<file path="src/hw/aiss_defines.svh">
// offsets, field positions, reset values and widths of the scan select block
`ifndef AISS_DEFINES_SVH
`define AISS_DEFINES_SVH

// register addresses on the two register-select lines {hi, lo}
`define AISS_ADDR_CTRL0      2'h0
`define AISS_ADDR_CTRL1      2'h1

// control word width and reset values
`define AISS_CTRL_W          10
`define AISS_CTRL0_RESET     10'h020
`define AISS_CTRL1_RESET     10'h030

// first control register fields
`define AISS_C0_REF_EXT      0
`define AISS_C0_SINGLE       1
`define AISS_C0_PWRDN        2
`define AISS_C0_SEL_LSB      3
`define AISS_C0_SEL_MSB      7
`define AISS_C0_TEST_LSB     8
`define AISS_C0_TEST_MSB     9

// second control register fields
`define AISS_C1_RESET        0
`define AISS_C1_QCLR         1
`define AISS_C1_FILL_LSB     2
`define AISS_C1_FILL_MSB     3
`define AISS_C1_FLAG_TYPE    4
`define AISS_C1_FLAG_POL     5
`define AISS_C1_RW_MODE      6
`define AISS_C1_FORMAT       7
`define AISS_C1_OFFSET       8

// autoscan sequence geometry
`define AISS_MAX_STEPS       4
`define AISS_STEP_W          2

`endif

</file>
<file path="src/hw/aiss_pkg.sv">
// types shared by the scan select block
package aiss_pkg;

  // five-bit selection code: {autoscan, diff_count_hi, diff_count_lo, input_pick_hi, input_pick_lo}
  typedef enum logic [4:0] {
    SEL_SE_APOS       = 5'h00,
    SEL_SE_ANEG       = 5'h01,
    SEL_SE_BPOS       = 5'h02,
    SEL_SE_BNEG       = 5'h03,
    SEL_DIFF_A        = 5'h04,
    SEL_DIFF_B        = 5'h05,
    SEL_SCAN2         = 5'h11,
    SEL_SCAN3         = 5'h12,
    SEL_SCAN4         = 5'h13,
    SEL_SCAN_SE_DIFF  = 5'h15,
    SEL_SCAN_2SE_DIFF = 5'h16,
    SEL_SCAN_2DIFF    = 5'h19
  } aiss_sel_e;

  // source actually fed to the converter
  typedef enum logic [3:0] {
    SRC_A_POS     = 4'h0,
    SRC_A_NEG     = 4'h1,
    SRC_B_POS     = 4'h2,
    SRC_B_NEG     = 4'h3,
    SRC_DIFF_A    = 4'h4,
    SRC_DIFF_B    = 4'h5,
    SRC_UPPER_REF = 4'h6,
    SRC_MID_REF   = 4'h7,
    SRC_LOWER_REF = 4'h8,
    SRC_NONE      = 4'hF
  } aiss_src_e;

  // self-test selection
  typedef enum logic [1:0] {
    TEST_OFF   = 2'h0,
    TEST_UPPER = 2'h1,
    TEST_MID   = 2'h2,
    TEST_LOWER = 2'h3
  } aiss_test_e;

endpackage

</file>
<file path="src/hw/aiss_ctrl_reg.sv">
// one write-only control word with reload to its reset value
`timescale 1ns/1ps
`default_nettype none

module aiss_ctrl_reg #(
  parameter int              W         = 10,
  parameter logic [W-1:0]    RESET_VAL = '0
) (
  input  wire logic         core_clk,
  input  wire logic         srst,
  input  wire logic         reload,
  input  wire logic         wrEn,
  input  wire logic [W-1:0] wrData,
  output var  logic [W-1:0] value
);

  logic [W-1:0] value_reg;
  logic [W-1:0] value_next;

  initial
  begin
    if (W < 1)
    begin
      $error("aiss_ctrl_reg: width must be at least one bit");
    end
  end

  // reload beats a write in the same cycle
  always_comb
  begin
    value_next = value_reg;
    if (reload)
    begin
      value_next = RESET_VAL;
    end
    else if (wrEn)
    begin
      value_next = wrData;
    end
  end

  // storage
  always_ff @(posedge core_clk)
  begin
    if (srst)
    begin
      value_reg <= RESET_VAL;
    end
    else
    begin
      value_reg <= value_next;
    end
  end

  assign value = value_reg;

endmodule

`default_nettype wire

</file>
<file path="src/hw/aiss_scan_seq.sv">
// autoscan step counter, wraps after the last step
`timescale 1ns/1ps
`default_nettype none

module aiss_scan_seq #(
  parameter int MAX_STEPS = 4,
  parameter int IDX_W     = 2
) (
  input  wire logic             core_clk,
  input  wire logic             srst,
  input  wire logic             restart,
  input  wire logic             advance,
  input  wire logic [IDX_W-1:0] lastIdx,
  output var  logic [IDX_W-1:0] stepIdx
);

  logic [IDX_W-1:0] step_reg;
  logic [IDX_W-1:0] step_next;

  initial
  begin
    if (MAX_STEPS < 1 || MAX_STEPS > (1 << IDX_W))
    begin
      $error("aiss_scan_seq: step count does not fit the index width");
    end
  end

  // restart wins over advance; wrap to the first entry after the last
  always_comb
  begin
    step_next = step_reg;
    if (restart)
    begin
      step_next = '0;
    end
    else if (advance)
    begin
      step_next = (step_reg >= lastIdx) ? '0 : step_reg + 1'b1;
    end
  end

  // step register
  always_ff @(posedge core_clk)
  begin
    if (srst)
    begin
      step_reg <= '0;
    end
    else
    begin
      step_reg <= step_next;
    end
  end

  assign stepIdx = step_reg;

endmodule

`default_nettype wire

</file>
<file path="src/hw/aiss_top.sv">
// input selection, autoscan order, self-test and control register decode
//
// Overview of operation
// - The five-bit selection code is taken from bits 3 to 7 of the first control word.
// - Scan and diff count clear: one single-ended input picked by the two pick bits.
// - Scan clear, only diff_count_lo set: pick 00 is pair A differential, 01 is pair B.
// - Scan, diff 00, pick 01: repeat pair_a_pos then pair_a_neg.
// - Scan, diff 00, pick 10: repeat pair_a_pos, pair_a_neg, pair_b_pos.
// - Scan, diff 00, pick 11: repeat all four single-ended inputs in order.
// - Scan, diff 01, pick 01: alternate pair_a_pos and the pair B differential.
// - Scan, diff 01, pick 10: repeat pair_a_pos, pair_a_neg, then pair B differential.
// - Scan, diff 10, pick 01: alternate pair A and pair B differentials.
// - Test bits 9:8 pick normal, upper reference, midpoint, or lower reference.
// - The second control word is write-only at register select hi 0, lo 1.
// - Any test selection disables the result-ready flag until reinitialisation.
`timescale 1ns/1ps
`default_nettype none
`include "aiss_defines.svh"

module aiss_top #(
  parameter int CTRL_W    = `AISS_CTRL_W,
  parameter int MAX_STEPS = `AISS_MAX_STEPS
) (
  input  wire logic                  core_clk,
  input  wire logic                  srst,
  input  wire logic                  reg_sel_hi,
  input  wire logic                  reg_sel_lo,
  input  wire logic                  chipSelN,
  input  wire logic                  writeN,
  input  wire logic [CTRL_W-1:0]     dataIn,
  input  wire logic                  convStrobe,
  output var  aiss_pkg::aiss_src_e   inputSource,
  output logic                       sourceValid,
  output logic [`AISS_STEP_W-1:0]    scanStep,
  output logic                       reservedSel,
  output logic                       testActive,
  output logic                       resultReadyEnable,
  output logic                       refSelectExt,
  output logic                       singleShotMode,
  output logic                       powerDown,
  output logic [1:0]                 fillLevel,
  output logic                       flagIsPulse,
  output logic                       flagActiveHigh,
  output logic                       rwPinMode,
  output logic                       output_format_sel,
  output logic                       offsetEnable,
  output logic                       queueClearPulse,
  output logic                       deviceResetPulse
);

  initial
  begin
    if (CTRL_W != `AISS_CTRL_W)
    begin
      $error("aiss_top: control word width must be ten bits");
    end
    if (MAX_STEPS != `AISS_MAX_STEPS)
    begin
      $error("aiss_top: autoscan tables hold exactly four steps");
    end
  end

  //////////////////////////////////////////////////////////////////////////////
  // parallel port write decode

  logic                    writePrev_reg;
  logic                    writePrev_next;
  logic                    wrTaken;
  logic [1:0]              regAddr;
  logic                    wrCtrl0;
  logic                    wrCtrl1;
  logic                    initReq;
  logic                    qclrReq;
  logic [CTRL_W-1:0]       ctrl0;
  logic [CTRL_W-1:0]       ctrl1;
  logic [CTRL_W-1:0]       ctrl1Data;

  // a write is taken once, on the falling edge of the write strobe
  always_comb
  begin
    writePrev_next = writeN;
  end

  always_ff @(posedge core_clk)
  begin
    if (srst)
    begin
      writePrev_reg <= 1'b1;
    end
    else
    begin
      writePrev_reg <= writePrev_next;
    end
  end

  // address from the two select lines, reset and queue clear self-clear
  assign wrTaken   = !chipSelN && !writeN && writePrev_reg;
  assign regAddr   = {reg_sel_hi, reg_sel_lo};
  assign wrCtrl0   = wrTaken && (regAddr == `AISS_ADDR_CTRL0);
  assign wrCtrl1   = wrTaken && (regAddr == `AISS_ADDR_CTRL1);
  assign initReq   = wrCtrl1 && dataIn[`AISS_C1_RESET];
  assign qclrReq   = wrCtrl1 && dataIn[`AISS_C1_QCLR];
  assign ctrl1Data = dataIn & ~(CTRL_W'(1) << `AISS_C1_QCLR);

  // first control word
  aiss_ctrl_reg #(
    .W         (CTRL_W),
    .RESET_VAL (CTRL_W'(`AISS_CTRL0_RESET))
  ) u_ctrl0 (
    .core_clk (core_clk),
    .srst     (srst),
    .reload   (initReq),
    .wrEn     (wrCtrl0),
    .wrData   (dataIn),
    .value    (ctrl0)
  );

  // second control word, write-only from the port
  aiss_ctrl_reg #(
    .W         (CTRL_W),
    .RESET_VAL (CTRL_W'(`AISS_CTRL1_RESET))
  ) u_ctrl1 (
    .core_clk (core_clk),
    .srst     (srst),
    .reload   (initReq),
    .wrEn     (wrCtrl1),
    .wrData   (ctrl1Data),
    .value    (ctrl1)
  );

  //////////////////////////////////////////////////////////////////////////////
  // selection decode

  logic [4:0]              selCode;
  logic                    selLegal;
  logic [`AISS_STEP_W-1:0] lastIdx;
  aiss_pkg::aiss_test_e    testSel;
  logic [`AISS_STEP_W-1:0] stepIdx;

  assign selCode = ctrl0[`AISS_C0_SEL_MSB:`AISS_C0_SEL_LSB];
  assign testSel = aiss_pkg::aiss_test_e'(ctrl0[`AISS_C0_TEST_MSB:`AISS_C0_TEST_LSB]);

  // legality and last step of each code
  always_comb
  begin
    selLegal = 1'b1;
    lastIdx  = 2'h0;
    unique case (selCode)
      aiss_pkg::SEL_SE_APOS, aiss_pkg::SEL_SE_ANEG,
      aiss_pkg::SEL_SE_BPOS, aiss_pkg::SEL_SE_BNEG,
      aiss_pkg::SEL_DIFF_A,  aiss_pkg::SEL_DIFF_B:        lastIdx = 2'h0;
      aiss_pkg::SEL_SCAN2:                                lastIdx = 2'h1;
      aiss_pkg::SEL_SCAN3:                                lastIdx = 2'h2;
      aiss_pkg::SEL_SCAN4:                                lastIdx = 2'h3;
      aiss_pkg::SEL_SCAN_SE_DIFF:                         lastIdx = 2'h1;
      aiss_pkg::SEL_SCAN_2SE_DIFF:                        lastIdx = 2'h2;
      aiss_pkg::SEL_SCAN_2DIFF:                           lastIdx = 2'h1;
      default:                                            selLegal = 1'b0;
    endcase
  end

  // source for a given code and step
  function automatic aiss_pkg::aiss_src_e entryFor(input logic [4:0]              code,
                                                   input logic [`AISS_STEP_W-1:0] idx);
    aiss_pkg::aiss_src_e src;
    src = aiss_pkg::SRC_NONE;
    unique case (code)
      aiss_pkg::SEL_SE_APOS:   src = aiss_pkg::SRC_A_POS;
      aiss_pkg::SEL_SE_ANEG:   src = aiss_pkg::SRC_A_NEG;
      aiss_pkg::SEL_SE_BPOS:   src = aiss_pkg::SRC_B_POS;
      aiss_pkg::SEL_SE_BNEG:   src = aiss_pkg::SRC_B_NEG;
      aiss_pkg::SEL_DIFF_A:    src = aiss_pkg::SRC_DIFF_A;
      aiss_pkg::SEL_DIFF_B:    src = aiss_pkg::SRC_DIFF_B;
      aiss_pkg::SEL_SCAN2,
      aiss_pkg::SEL_SCAN3,
      aiss_pkg::SEL_SCAN4:
        src = aiss_pkg::aiss_src_e'({2'h0, idx});
      aiss_pkg::SEL_SCAN_SE_DIFF:
        src = (idx == 2'h0) ? aiss_pkg::SRC_A_POS : aiss_pkg::SRC_DIFF_B;
      aiss_pkg::SEL_SCAN_2SE_DIFF:
      begin
        if (idx == 2'h0)
        begin
          src = aiss_pkg::SRC_A_POS;
        end
        else if (idx == 2'h1)
        begin
          src = aiss_pkg::SRC_A_NEG;
        end
        else
        begin
          src = aiss_pkg::SRC_DIFF_B;
        end
      end
      aiss_pkg::SEL_SCAN_2DIFF:
        src = (idx == 2'h0) ? aiss_pkg::SRC_DIFF_A : aiss_pkg::SRC_DIFF_B;
      default:                 src = aiss_pkg::SRC_NONE;
    endcase
    return src;
  endfunction

  //////////////////////////////////////////////////////////////////////////////
  // autoscan stepping

  logic seqAdvance;
  logic seqRestart;

  // restart on a write to the first control word or a reinit, step once per normal conversion
  assign seqRestart = wrCtrl0 || initReq;
  assign seqAdvance = convStrobe && selLegal && (testSel == aiss_pkg::TEST_OFF);

  aiss_scan_seq #(
    .MAX_STEPS (MAX_STEPS),
    .IDX_W     (`AISS_STEP_W)
  ) u_seq (
    .core_clk (core_clk),
    .srst     (srst),
    .restart  (seqRestart),
    .advance  (seqAdvance),
    .lastIdx  (lastIdx),
    .stepIdx  (stepIdx)
  );

  //////////////////////////////////////////////////////////////////////////////
  // conversion source and test latch

  aiss_pkg::aiss_src_e source_reg;
  aiss_pkg::aiss_src_e source_next;
  logic                valid_reg;
  logic                valid_next;
  logic                testSeen_reg;
  logic                testSeen_next;

  // test voltage overrides the scan table; a test sticks until reinit
  always_comb
  begin
    source_next   = source_reg;
    valid_next    = 1'b0;
    testSeen_next = testSeen_reg;
    if (testSel != aiss_pkg::TEST_OFF)
    begin
      testSeen_next = 1'b1;
    end
    if (initReq)
    begin
      testSeen_next = 1'b0;
    end
    if (convStrobe)
    begin
      valid_next = 1'b1;
      unique case (testSel)
        aiss_pkg::TEST_UPPER: source_next = aiss_pkg::SRC_UPPER_REF;
        aiss_pkg::TEST_MID:   source_next = aiss_pkg::SRC_MID_REF;
        aiss_pkg::TEST_LOWER: source_next = aiss_pkg::SRC_LOWER_REF;
        aiss_pkg::TEST_OFF:   source_next = entryFor(selCode, stepIdx);
      endcase
    end
  end

  always_ff @(posedge core_clk)
  begin
    if (srst)
    begin
      source_reg   <= aiss_pkg::SRC_NONE;
      valid_reg    <= 1'b0;
      testSeen_reg <= 1'b0;
    end
    else
    begin
      source_reg   <= source_next;
      valid_reg    <= valid_next;
      testSeen_reg <= testSeen_next;
    end
  end

  //////////////////////////////////////////////////////////////////////////////
  // registered status and control outputs

  logic [CTRL_W-1:0] cfgOut_reg;
  logic [CTRL_W-1:0] cfgOut_next;
  logic [CTRL_W-1:0] c0Out_reg;
  logic [CTRL_W-1:0] c0Out_next;
  logic [3:0]        stat_reg;
  logic [3:0]        stat_next;
  logic [1:0]        pulse_reg;
  logic [1:0]        pulse_next;

  // status: spare zero bit, reserved code, test active, flag gate
  always_comb
  begin
    cfgOut_next = ctrl1;
    c0Out_next  = ctrl0;
    // flag gate also held low while the old test bits stand during a reinit
    stat_next   = {!testSeen_next && (testSel == aiss_pkg::TEST_OFF),
                   testSel != aiss_pkg::TEST_OFF, !selLegal, 1'b0};
    pulse_next  = {initReq, qclrReq || initReq};
  end

  always_ff @(posedge core_clk)
  begin
    if (srst)
    begin
      cfgOut_reg <= CTRL_W'(`AISS_CTRL1_RESET);
      c0Out_reg  <= CTRL_W'(`AISS_CTRL0_RESET);
      stat_reg   <= 4'h8;
      pulse_reg  <= 2'h0;
    end
    else
    begin
      cfgOut_reg <= cfgOut_next;
      c0Out_reg  <= c0Out_next;
      stat_reg   <= stat_next;
      pulse_reg  <= pulse_next;
    end
  end

  assign inputSource       = source_reg;
  assign sourceValid       = valid_reg;
  assign scanStep          = stepIdx;
  assign reservedSel       = stat_reg[1];
  assign testActive        = stat_reg[2];
  assign resultReadyEnable = stat_reg[3];
  assign refSelectExt      = c0Out_reg[`AISS_C0_REF_EXT];
  assign singleShotMode    = c0Out_reg[`AISS_C0_SINGLE];
  assign powerDown         = c0Out_reg[`AISS_C0_PWRDN];
  assign fillLevel         = cfgOut_reg[`AISS_C1_FILL_MSB:`AISS_C1_FILL_LSB];
  assign flagIsPulse       = cfgOut_reg[`AISS_C1_FLAG_TYPE];
  assign flagActiveHigh    = cfgOut_reg[`AISS_C1_FLAG_POL];
  assign rwPinMode         = cfgOut_reg[`AISS_C1_RW_MODE];
  assign output_format_sel = cfgOut_reg[`AISS_C1_FORMAT];
  assign offsetEnable      = cfgOut_reg[`AISS_C1_OFFSET];
  assign queueClearPulse   = pulse_reg[0];
  assign deviceResetPulse  = pulse_reg[1];

endmodule

`default_nettype wire

</file>
<file path="config.mk">
export PLATFORM = sky130hd
export DESIGN_NAME = aiss_top
export DESIGN_NICKNAME = d
export VERILOG_FILES = /design/src/hw/aiss_pkg.sv /design/src/hw/aiss_ctrl_reg.sv /design/src/hw/aiss_scan_seq.sv /design/src/hw/aiss_top.sv
export VERILOG_INCLUDE_DIRS = /design/src /design/src/hw
export SDC_FILE = /design/constraint.sdc
export NUM_CORES = 1
export LEC_CHECK = 0
export ABC_CLOCK_PERIOD_IN_PS = 2080
export BUFFER_PORTS_ARGS = -buffer_cell sky130_fd_sc_hd__buf_2
export CORE_ASPECT_RATIO = 1.4
export CORE_MARGIN = 2
export CORE_UTILIZATION = 35
export DETAILED_ROUTE_END_ITERATION = 8
export PLACE_DENSITY = 0.56
export SLEW_MARGIN = 20
export SYNTH_ARGS = -nofsm -noshare
export SYNTH_HDL_FRONTEND = slang
export SYNTH_SLANG_ARGS = --single-unit
</file>
<file path="constraint.sdc">
create_clock -name core_clk -period 2.08 [get_ports core_clk]
set_clock_uncertainty 0.2 [all_clocks]
set_input_delay 0.104 -clock core_clk [delete_from_list [all_inputs] [get_ports core_clk]]
set_output_delay 0.104 -clock core_clk [all_outputs]
set_load 0.03 [all_outputs]
</file>
Word level (Yosys, flattened, before mapping)
Index checks and enable logic that the tools add are counted.

Bits in registers: 43. Bits of input ports: 17. Output and inout bits: 22. Logic and storage cells: 67.

$add $sub $neg: 1. Magnitude comparators: 1. Equality and inequality tests: 16. Mux-type cells: 12. Reduce and logical (&&, ||, !) cells: 26.

Operators with widths (count): 4-bit one-hot mux with 10 select lines (1); 5-bit == test, second input constant (6); 4-bit one-hot mux with 4 select lines (1); 12-bit OR reduction (1); 5-bit by 2-bit == test with 1-bit output, second input constant (2); 5-bit by 3-bit == test with 1-bit output, second input constant (2); 1-bit logical AND (9); 3-bit two-way mux (3); 2-bit by 1-bit == test with 1-bit output, second input constant (3); 2-bit logical NOT (3); 2-bit one-hot mux with 3 select lines (1); 2-bit OR reduction (3); 3-bit OR reduction (2); 5-bit by 1-bit == test with 1-bit output, second input constant (1); 5-bit logical NOT (1); 1-bit two-way mux (5); 2-bit == test, second input constant (2); 1-bit logical NOT (4); 2-bit by 1-bit adder with 2-bit output, second input constant (1); 2-bit greater-or-equal comparator (1); 1-bit logical OR (2); 2-bit two-way mux (1); 2-bit nonzero test (1).

Logic depth before layout (Yosys ltp)
Gate-level depths: netlist (run 1).

Depth after elaboration: 8. Mapped depth: 9. Gate-level depth less buffers: 8.

Hierarchy
A second synthesis (run 1) with hierarchy kept.

Cell total of the unflattened synthesis: 191. Area total of the unflattened synthesis: 1874.3 um^2.

Modules (own cells, without submodules): aiss_top (instances 1, cells an instance 106, area an instance 982.2 um^2, sequential area each 440.4 um^2); aiss_ctrl_reg at u_ctrl1 (instances 1, cells an instance 34, area an instance 366.6 um^2, sequential area each 200.2 um^2); aiss_ctrl_reg at u_ctrl0 (instances 1, cells an instance 33, area an instance 364.1 um^2, sequential area each 200.2 um^2); aiss_scan_seq (instances 1, cells an instance 18, area an instance 161.4 um^2, sequential area each 40.0 um^2).

Worst setup path after synthesis (run 1)
Ideal clock, no wire load.

Path type: reg2reg. Start point: register u_ctrl0.value_reg[6], in the netlist u_ctrl0.value[6]. End point: register u_seq.step_reg[1], in the netlist u_seq.stepIdx[1]. Library setup time: 0.078 ns. Data arrival time: 1.767 ns. Data required time: 1.802 ns. Slack: 0.036 ns. Cell stages (with the launch flop): 10. Path buffers: 1. Period minus slack after synthesis: 2.044 ns. Cells stage by stage: dfxtp_1 > buf_2 > maj3_1 > nor2_1 > ha_1 > nand2b_1 > a21oi_1 > nand2_1 > mux2_2 > nor3_1.

Longest elaborated chain between the ends: 5. Elaborated cells between the ends (all ways): 21. Those cells by class: 1 x order compare; 11 x eq/ne; 3 x mux; 6 x reduce/logical.

RTL lines: from (decl) (line aiss_ctrl_reg.sv:17) `logic [W-1:0] value_reg;`; from (signal assigned) (line aiss_ctrl_reg.sv:51) `value_reg <= value_next;`; 5-bit == test, or another cell as far along (line aiss_top.sv:148) `unique case (selCode)`; 3-bit OR reduction (no line), or another cell as far along; 2-bit one-hot mux with 3 select lines / 1-bit two-way mux (equally long branches) (line aiss_top.sv:148); 2-bit greater-or-equal comparator / 1-bit logical AND (equally long branches) (line aiss_scan_seq.sv:38, aiss_top.sv:210); 2-bit two-way mux / 1-bit logical AND (equally long branches) (line aiss_scan_seq.sv:38, aiss_top.sv:210); to (signal assigned) (line aiss_scan_seq.sv:51) `step_reg <= step_next;`; to (decl) (line aiss_scan_seq.sv:17) `logic [IDX_W-1:0] step_reg;`.

Several ways; a longest one is shown, not always the timed one. A chain may end at the register's enable or synchronous reset.

Worst setup path after layout (run 1)
Ends and elaborated chain as after synthesis.

==> metrics.txt, run 1 <==
status=finished clean; number of synthesized flops with an enable pin=0; Leak Pwr=~0.93 nW; crit path cell chain=maj3_1 -> nor2_1 -> ha_1 -> nand2b_4 -> a21oi_4 -> nand2_1 -> mux2_2 -> nor3_2; Die ar.=around 5300 µm²; chip width=62.3 µm; CTS tree=done; Boundary Pins=39; Ant. Diodes=0; Multi-input gate area=between 700 and 800 µm²; Starting Density=roughly 36%; DP Cell Count=276; largest net degree at the start of global routing=25; TritonRoute pass-1 iters=4; CP Class=reg -> reg; crit-path max cell delay=about 0.36 ns; share of flip-flops with an asynchronous set or reset=0%; power per standard cell area=786 nW/µm²; Crit path required time=approximately 2.1 ns; crit path capture type=flip-flop; Largest register FFs=10; Worst-path clk slew=0.08 ns; Core Footprint=4570 µm²; final worst path period share=a little over nine tenths; Post-route DRC=0; Synth Flop Type=dfxtp_1; Max clock buf depth=2; register area=slightly above 800 µm²; Root Buffer=clkbuf_8; DR vias/cell=4.66; Max-Slew Margin vs Limit=74.0%; P&R area growth vs syn=32.5%; yosys warns=0; vias in the first global route=around 1300; initial antenna violation count=0; CP startpoint kind=flip-flop; Mapped Nets=200; first-pass GRT wire length=roughly 5900 µm; net total in the final layout=about 250; maximum clock rate=just over 500 MHz; non-filler instance count after layout=a little under 300; Pwr Total=about 1.7 mW; postcts setup bufs=0; maximum capacitance violations=0; Critical Path AT=2.00 ns; Worst Tran Pin Value=roughly 0.38 ns; drt total wl=3530 µm; number of port buffers=38; routability cong.=~0.74; Buf/Inv on CP=0; GRT Overall Usage=between 10 and 15%; layout cells sized above 1=27.4%; Via Count=~1400; HPWL after DPL=between 2000 and 2500 µm; Slowest-stage cell, CP=maj3_1; final number of setup-violating endpoints=0; Cells after Synth=roughly 180; Yosys reg bits=between 40 and 50; Die H=85.6 µm; Antenna Nets Post-Route=0; Starting DRT DRC Count=30; total gr overflow=0; CTS buffer count=5; # clock sinks=between 40 and 50; cell row count=29; Syn Area/Cell=9.30 µm²; kind of cell adding the most delay to the critical path=adder cells; Netlist Area Pre-Place=approximately 1700 µm²; Tmin final=1.98 ns; fill count=roughly 470; Seq/Total Area, Yosys=around 49%; Hold Path Class=in -> reg; fin. max-slew vios=0; Hold Vio Cnt, Final=0; Max IR drop VDD=between 0.3 and 0.4 mV; worst-skew pair later-pin latency=just under 0.3 ns; count of different cell masters after synthesis=38; Max FO, Critical Path=2; htree depth=2; Avg WL per Cell=around 12 µm
path summary, 6_finish.rpt:
| path | depth (start not counted) | slack (ns) | start | end |
|---|---|---|---|---|
| worst min-delay path | 2 | 0.01 | srst | sourceValid |
| worst max-delay path | 8 | 0.10 | u_ctrl0.value[6] | u_seq.stepIdx[1] |
| worst max register to register | 8 | 0.10 | u_ctrl0.value[6] | u_seq.stepIdx[1] |
| worst min register to register | 1 | 0.25 | u_ctrl1.value[5] | cfgOut_reg[5] |
cells by family (layout without fill, tap and decap cells):
kind of cell,Yosys count,count (layout),synth area share (%)
AO/OA/AOI/OAI,26,26,9.78
adder cells (fa/ha/maj),5,5,3.61
buffers and inverters,14,69,4.96
flip-flops,41,41,49.3
multiplexers,11,11,6.69
AND/OR/NAND/NOR,82,82,25.6
area by class of cell:
cell class | instances | area share [%]
Sequential cell | 41 | 37.3
Multi-Input combinational cell | 124 | 35.6
Timing Repair Buffer | 58 | 16.8
Tap cell | 62 | 3.52
Inverter | 3 | 0.511
Clock buffer | 5 | 3.12
Clock inverter | 3 | 3.12
stage by stage:
step / hold WS [ns] / utilization [%] / instance area [µm²] / setup WS [ns] / TNS, ns
3_3_place_gp: 0.141 / 42.0 / 1920 / 0.119 / 0
2_1_floorplan: -0.0244 / - / 1660 / 0.0357 / 0
5_1_grt: 0.0324 / 48.2 / 2200 / -0.0228 / -0.0228
3_5_place_dp: 0.144 / 42.0 / 1920 / 0.0492 / 0
4_1_cts: 0.0151 / 47.6 / 2180 / 0.0220 / 0
6_report: 0.0101 / 48.2 / 2200 / 0.100 / 0
cell usage after synthesis, types with 2 or more instances:
| cell type | n | area (µm²) |
|---|---|---|
| a211o_1 | 2 | 17.5 |
| mux2i_1 | 10 | 100 |
| inv_1 | 3 | 11.3 |
| nor2_1 | 24 | 90.1 |
| o21bai_1 | 3 | 22.5 |
| buf_4 | 5 | 37.5 |
| or2_2 | 3 | 18.8 |
| clkbuf_1 | 2 | 7.51 |
| buf_2 | 3 | 15.0 |
| nand2b_1 | 4 | 25.0 |
| nor3_1 | 7 | 35.0 |
| o21ai_1 | 2 | 10.0 |
| nand2_1 | 18 | 67.6 |
| a21oi_1 | 11 | 55.1 |
| nand3_1 | 2 | 10.0 |
| nor2b_1 | 10 | 62.6 |
| nor4_1 | 4 | 25.0 |
| and2_1 | 2 | 12.5 |
| o21ai_0 | 2 | 10.0 |
| ha_1 | 4 | 50.1 |
| dfxtp_1 | 41 | 821 |
report_power, final:
part,switching [mW],internal [mW],total [mW]
sequential,0.00862,0.803,0.812
clock,0.291,0.483,0.775
combinational,0.0821,0.0640,0.146
layer usage:
layer | track usage (%) | part of all wire, % | wire [µm]
met1 | 16.4 | 45 | 1580
met2 | 24.2 | 50 | 1780
met3 | 3.41 | 3.4 | 119
met4 | 5.45 | 1.6 | 55
met5 | 0 | 0 | 0
layout by cell type, fill, tap and decap left out, drive strengths merged, types with 3 or more instances in the layout:
master / count
buf: 46
dfxtp: 41
nor2: 24
nand2: 18
dlygate4sd3: 12
a21oi: 11
nor2b: 10
mux2i: 10
nor3: 7
clkbuf: 5
nor4: 4
ha: 4
inv: 4
nand2b: 4
o21ai: 4
o21bai: 3
or2: 3
timing repair:
item,in CTS,in global routing
endpoints found under the setup margin,0,4
endpoints found under the hold margin,24,0
gates resized for setup,0,6
hold buffers,12,0
(Power assumes the default switching activity.)
==> inputs of run 2 (changes only) <==
PLACE_DENSITY = 0.68   (was 0.56)
==> run 2 against run 1 <==
Against the previous run:
- register-to-register slack better by 0.02 ns
- sequential share of layout area up 0.93 points
- sequential cell count unchanged
- sequential power about the same
- non-clock buffer count up 1
- first-iteration DRC count up 13%
- via count down 0.51%
- critical path type unchanged
- largest cell class unchanged
- highest routed layer unchanged
==> metrics.txt, run 2 (same netlist as run 1, synthesis figures left out) <==
status=finished clean (unchanged); Ant. Diodes=0 (unchanged); cell area after layout=2150 µm² (was 2200 µm²); crit path cell chain=maj3_1 -> nor2_1 -> ha_1 -> nand2b_4 -> a21oi_2 -> nand2_1 -> mux2_2 -> nor3_2 (was maj3_1 -> nor2_1 -> ha_1 -> nand2b_4 -> a21oi_4 -> nand2_1 -> mux2_2 -> nor3_2); Die ar.=5330 µm² (unchanged); largest net degree at the start of global routing=25 (unchanged); Worst Tran Pin Value=0.494 ns (was 0.379 ns); postcts setup bufs=0 (unchanged); CTS tree=done (unchanged); Boundary Pins=39 (unchanged); fin. max-slew vios=0 (unchanged); CTS buffer count=5 (unchanged); number of port buffers=38 (unchanged); drt total wl=3440 µm (was 3530 µm); worst-skew pair later-pin latency=0.30 ns (was 0.29 ns); sum of negative setup slack=0 ns (unchanged); WHS=0.0985 ns (was 0.0101 ns); cell row count=29 (unchanged); power per standard cell area=678 nW/µm² (was 786 nW/µm²); Buf/Inv on CP=0 (unchanged); Via Count=1373 (was 1380); Antenna Nets Post-Route=0 (unchanged); most common cell after layout, fill and taps aside=dfxtp_1 (unchanged); layout cells sized above 1=26.5% (was 27.4%); CP Class=reg -> reg (unchanged); crit path capture type=flip-flop (unchanged); CP startpoint kind=flip-flop (unchanged); Avg WL per Cell=11.6 µm (was 11.9 µm); maximum clock rate=510 MHz (was 505 MHz); Leak Pwr=0.909 nW (was 0.933 nW); HPWL after DPL=2460 µm (about the same); Pwr Total=1.46 mW (was 1.73 mW); non-filler instance count after layout=296 (unchanged); Root Buffer=clkbuf_8 (unchanged); TritonRoute pass-1 iters=4 (unchanged); DP Cell Count=276 (unchanged); Starting Density=36.4% (unchanged); dpl ws=0.0663 ns (was 0.0492 ns); maximum capacitance violations=0 (unchanged); Largest register FFs=10 (unchanged); Post-route DRC=0 (unchanged); Slowest-stage cell, CP=maj3_1 (unchanged); Max IR drop VDD=0.289 mV (was 0.300 mV); Tmin final=1.96 ns (was 1.98 ns); htree depth=2 (unchanged); final worst path period share=94.3% (was 95.2%); RSZ-0062 raised after global routing=false; fin worst setup slack=0.119 ns (was 0.100 ns); most frequent cells in the layout=40 x dfxtp_1, 38 x buf_2, 24 x nor2_1 (unchanged); crit-path max cell delay=0.34 ns (was 0.36 ns); final number of setup-violating endpoints=0 (unchanged); # clock sinks=41 (unchanged); P&R area growth vs syn=29.2% (was 32.5%); Max-Slew Margin vs Limit=66.2% (was 74.0%); routability cong.=0.731 (was 0.744); Hold Vio Cnt, Final=0 (unchanged); Core Footprint=4570 µm² (unchanged); Crit path required time=2.11 ns (was 2.10 ns); chip width=62.3 µm (unchanged); vias in the first global route=1288 (was 1334); total gr overflow=0 (unchanged); Final Util=47.0% (was 48.2%); Hold Path Class=in -> reg (unchanged); net total in the final layout=255 (was 254); placed cell areas=1920 µm² (unchanged); Max clock buf depth=2 (unchanged); initial antenna violation count=0 (unchanged); Max FO, Critical Path=2 (unchanged); DR vias/cell=4.64 (was 4.66); GRT Overall Usage=13.6% (was 13.8%); Starting DRT DRC Count=34 (was 30); kind of cell adding the most delay to the critical path=adder cells (unchanged); first-pass GRT wire length=5700 µm (was 5910 µm); Die H=85.6 µm (unchanged); Worst-path clk slew=0.08 ns (about the same); Critical Path AT=2.00 ns (about the same); fill count=445 (was 469)
[run 2: layout make-up]
class	count	area [µm²]	share of cell area (%)
Sequential cell	41	822	38.2
Clock buffer	6	72.6	3.37
Tap cell	62	77.6	3.61
Inverter	3	11.3	0.524
Clock inverter	1	8.76	0.407
Timing Repair Buffer	59	380	17.7
Multi-Input combinational cell	124	778	36.2
[run 2: what timing repair did]
item                                   in CTS  in global routing
gates resized for setup                     0                  5
endpoints found under the hold margin      25                  0
setup endpoints to repair                   0                  5
hold buffers                               13                  0
[run 2: final timing paths]
| path | start | end | slack, ns | depth (start not counted) |
|---|---|---|---|---|
| setup / recovery | u_ctrl0.value[6] | u_seq.stepIdx[1] | 0.12 | 8 |
| hold / removal | reg_sel_lo | pulse_reg[1] | 0.1 | 3 |
| setup reg to reg | u_ctrl0.value[6] | u_seq.stepIdx[1] | 0.12 | 8 |
| hold reg to reg | u_ctrl1.value[4] | cfgOut_reg[4] | 0.25 | 1 |
[run 2: report_power, final]
part	switching, mW	internal (mW)
Sequential	0.00871	0.803
Combinational	0.0824	0.0659
Clock	0.265	0.232
Total	0.356	1.10
[run 2: worst register-to-register path, stage by stage (launching register included)]
cell and delay [ns]:
dfxtp_2 0.32, maj3_1 0.34, nor2_1 0.12, ha_1 0.24, nand2b_4 0.14, a21oi_2 0.12
nand2_1 0.07, mux2_2 0.27, nor3_2 0.09
[run 2: routing by layer]
layer	global-route usage (%)	vias to the layer above	wire, µm
li1	-	715	-
met1	15.0	620	1470
met2	24.0	31	1750
met4	7.88	0	89
met5	0	-	0
met3	2.89	7	127
==> inputs of run 3 (changes only) <==
ABC_CLOCK_PERIOD_IN_PS = default   (was 2080)
GPL_TIMING_DRIVEN = 0   (was default)
==> run 3 against run 2 <==
Against the previous run:
- clock-buffer cell count is the same
- total power grew 3.1%
- worst hold slack gained 0.015 ns
- first-iteration DRC count shrank 5.9%
- clock power grew 8.2%
- combinational power grew 5%
- sequential share of layout area shrank 1.1 points
- design area grew 4.2%
- largest cell class unchanged
- highest routed layer unchanged
==> metrics.txt, run 3 (same netlist as run 1, synthesis figures left out) <==
status=finished clean (unchanged); Max IR drop VDD=0.265 mV (was 0.289 mV); chip width=62.3 µm (unchanged); RSZ-0062 raised after global routing=true (was false); P&R area growth vs syn=34.7% (was 29.2%); crit path capture type=flip-flop (unchanged); DR vias/cell=4.72 (was 4.64); Post-route DRC=0 (unchanged); Max-Slew Margin vs Limit=70.1% (was 66.2%); # clock sinks=41 (unchanged); r2r setup slk=0.03 ns (was 0.12 ns); CTS buffer count=5 (unchanged); net total in the final layout=262 (was 255); CP Class=reg -> reg (unchanged); Boundary Pins=39 (unchanged); Starting DRT DRC Count=32 (was 34); Multi-input gate area=797 µm² (was 778 µm²); final worst path period share=98.4% (was 94.3%); Largest register FFs=10 (unchanged); most frequent cells in the layout=39 x buf_2, 38 x dfxtp_1, 23 x nor2_1 (was 40 x dfxtp_1, 38 x buf_2, 24 x nor2_1); initial antenna violation count=0 (unchanged); number of port buffers=38 (unchanged); largest net degree at the start of global routing=14 (was 25); dpl ws=-0.0670 ns (was 0.0663 ns); Via Count=1436 (was 1373); Antenna Nets Post-Route=0 (unchanged); power per standard cell area=671 nW/µm² (was 678 nW/µm²); CP startpoint kind=flip-flop (unchanged); layout cells sized above 1=30.2% (was 26.5%); worst-skew pair later-pin latency=0.29 ns (was 0.30 ns); first-pass GRT wire length=5760 µm (was 5700 µm); fin. max-slew vios=0 (unchanged); Max FO, Critical Path=5 (was 2); Leak Pwr=0.953 nW (was 0.909 nW); Core Footprint=4570 µm² (unchanged); Max clock buf depth=2 (unchanged); vias in the first global route=1323 (was 1288); WHS=0.114 ns (was 0.0985 ns); Tmin final=2.05 ns (was 1.96 ns); cell row count=29 (unchanged); GRT Overall Usage=13.8% (was 13.6%); maximum clock rate=489 MHz (was 510 MHz); most common cell after layout, fill and taps aside=buf_2 (was dfxtp_1); Worst-path clk slew=0.08 ns (about the same); maximum capacitance violations=0 (unchanged); fin worst setup slack=0.0334 ns (was 0.119 ns); routability cong.=0.817 (was 0.731); Critical Path AT=2.07 ns (was 2.00 ns); final number of setup-violating endpoints=0 (unchanged); fill count=447 (was 445); htree depth=2 (unchanged); Hold Vio Cnt, Final=0 (unchanged); Root Buffer=clkbuf_8 (unchanged); Avg WL per Cell=12.1 µm (was 11.6 µm); HPWL after DPL=2520 µm (was 2460 µm); Die ar.=5330 µm² (unchanged); Hold Path Class=in -> reg (unchanged); Starting Density=36.4% (unchanged); drt total wl=3680 µm (was 3440 µm); register area=832 µm² (was 822 µm²); TritonRoute pass-1 iters=4 (unchanged); Ant. Diodes=0 (unchanged); Worst Tran Pin Value=0.437 ns (was 0.494 ns); Crit path required time=2.10 ns (was 2.11 ns); CTS tree=done (unchanged); total gr overflow=0 (unchanged); Die H=85.6 µm (unchanged)
[run 3: power by group]
| group | switching [mW] | internal, mW |
|---|---|---|
| logic | 0.0852 | 0.0705 |
| clock network | 0.269 | 0.269 |
| registers | 0.00929 | 0.800 |
[run 3: worst max-delay path: stages, from the launching register on]
cell     delay, ns
dfxtp_4       0.36
buf_4         0.14
buf_4         0.14
a211o_1       0.29
ha_4          0.22
a21oi_2       0.13
nand2_1       0.06
mux2_4        0.27
nor3_2        0.16
[run 3: per-stage QoR]
stage               util, %  total power, mW  cells  TNS [ns]  area [µm²]
CTS                    47.1             1.52    297         0        2150
global route           49.0             1.57    304   -0.0167        2240
global placement       42.3            0.963    279   -0.0878        1930
finish                 49.0             1.50    304         0        2240
floorplan                 -            0.913    179         0        1660
detailed placement     42.3            0.965    279   -0.0670        1930
[run 3: layout make-up]
class                   instances  area share [%]
plain buffers                   8            2.40
clock buffers                   6            3.69
clock inverters                 2           0.614
repair buffers                 58            16.6
inverters                       3           0.503
flip-flops and latches         41            37.1
well taps                      62            3.46
multi-input cells             124            35.6
[run 3: path summary, 6_finish.rpt]
check        cells past startpoint        startpoint               end
max                              8  u_ctrl0.value[6]  u_seq.stepIdx[1]
min                              3        reg_sel_lo      pulse_reg[0]
max reg2reg                      8  u_ctrl0.value[6]  u_seq.stepIdx[1]
min reg2reg                      1  u_ctrl1.value[5]     cfgOut_reg[5]
[run 3: repair_timing]
action                                  4_1_cts  5_1_grt
pin swaps                                     2        5
endpoints found under the hold margin        26        0
endpoints found under the setup margin        1        2
buffers inserted                              0        7
hold buffers                                 13        0
gates resized for setup                       4        9
[run 3: per-layer routing]
layer  global-route usage, %  part of all wire [%]  vias to the layer above
li1                        -                     -                      732
met1                    14.1                    40                      666
met2                    25.5                    54                       30
met3                    3.02                   3.3                        8
met4                    8.89                   3.3                        0
met5                       0                     0                        -
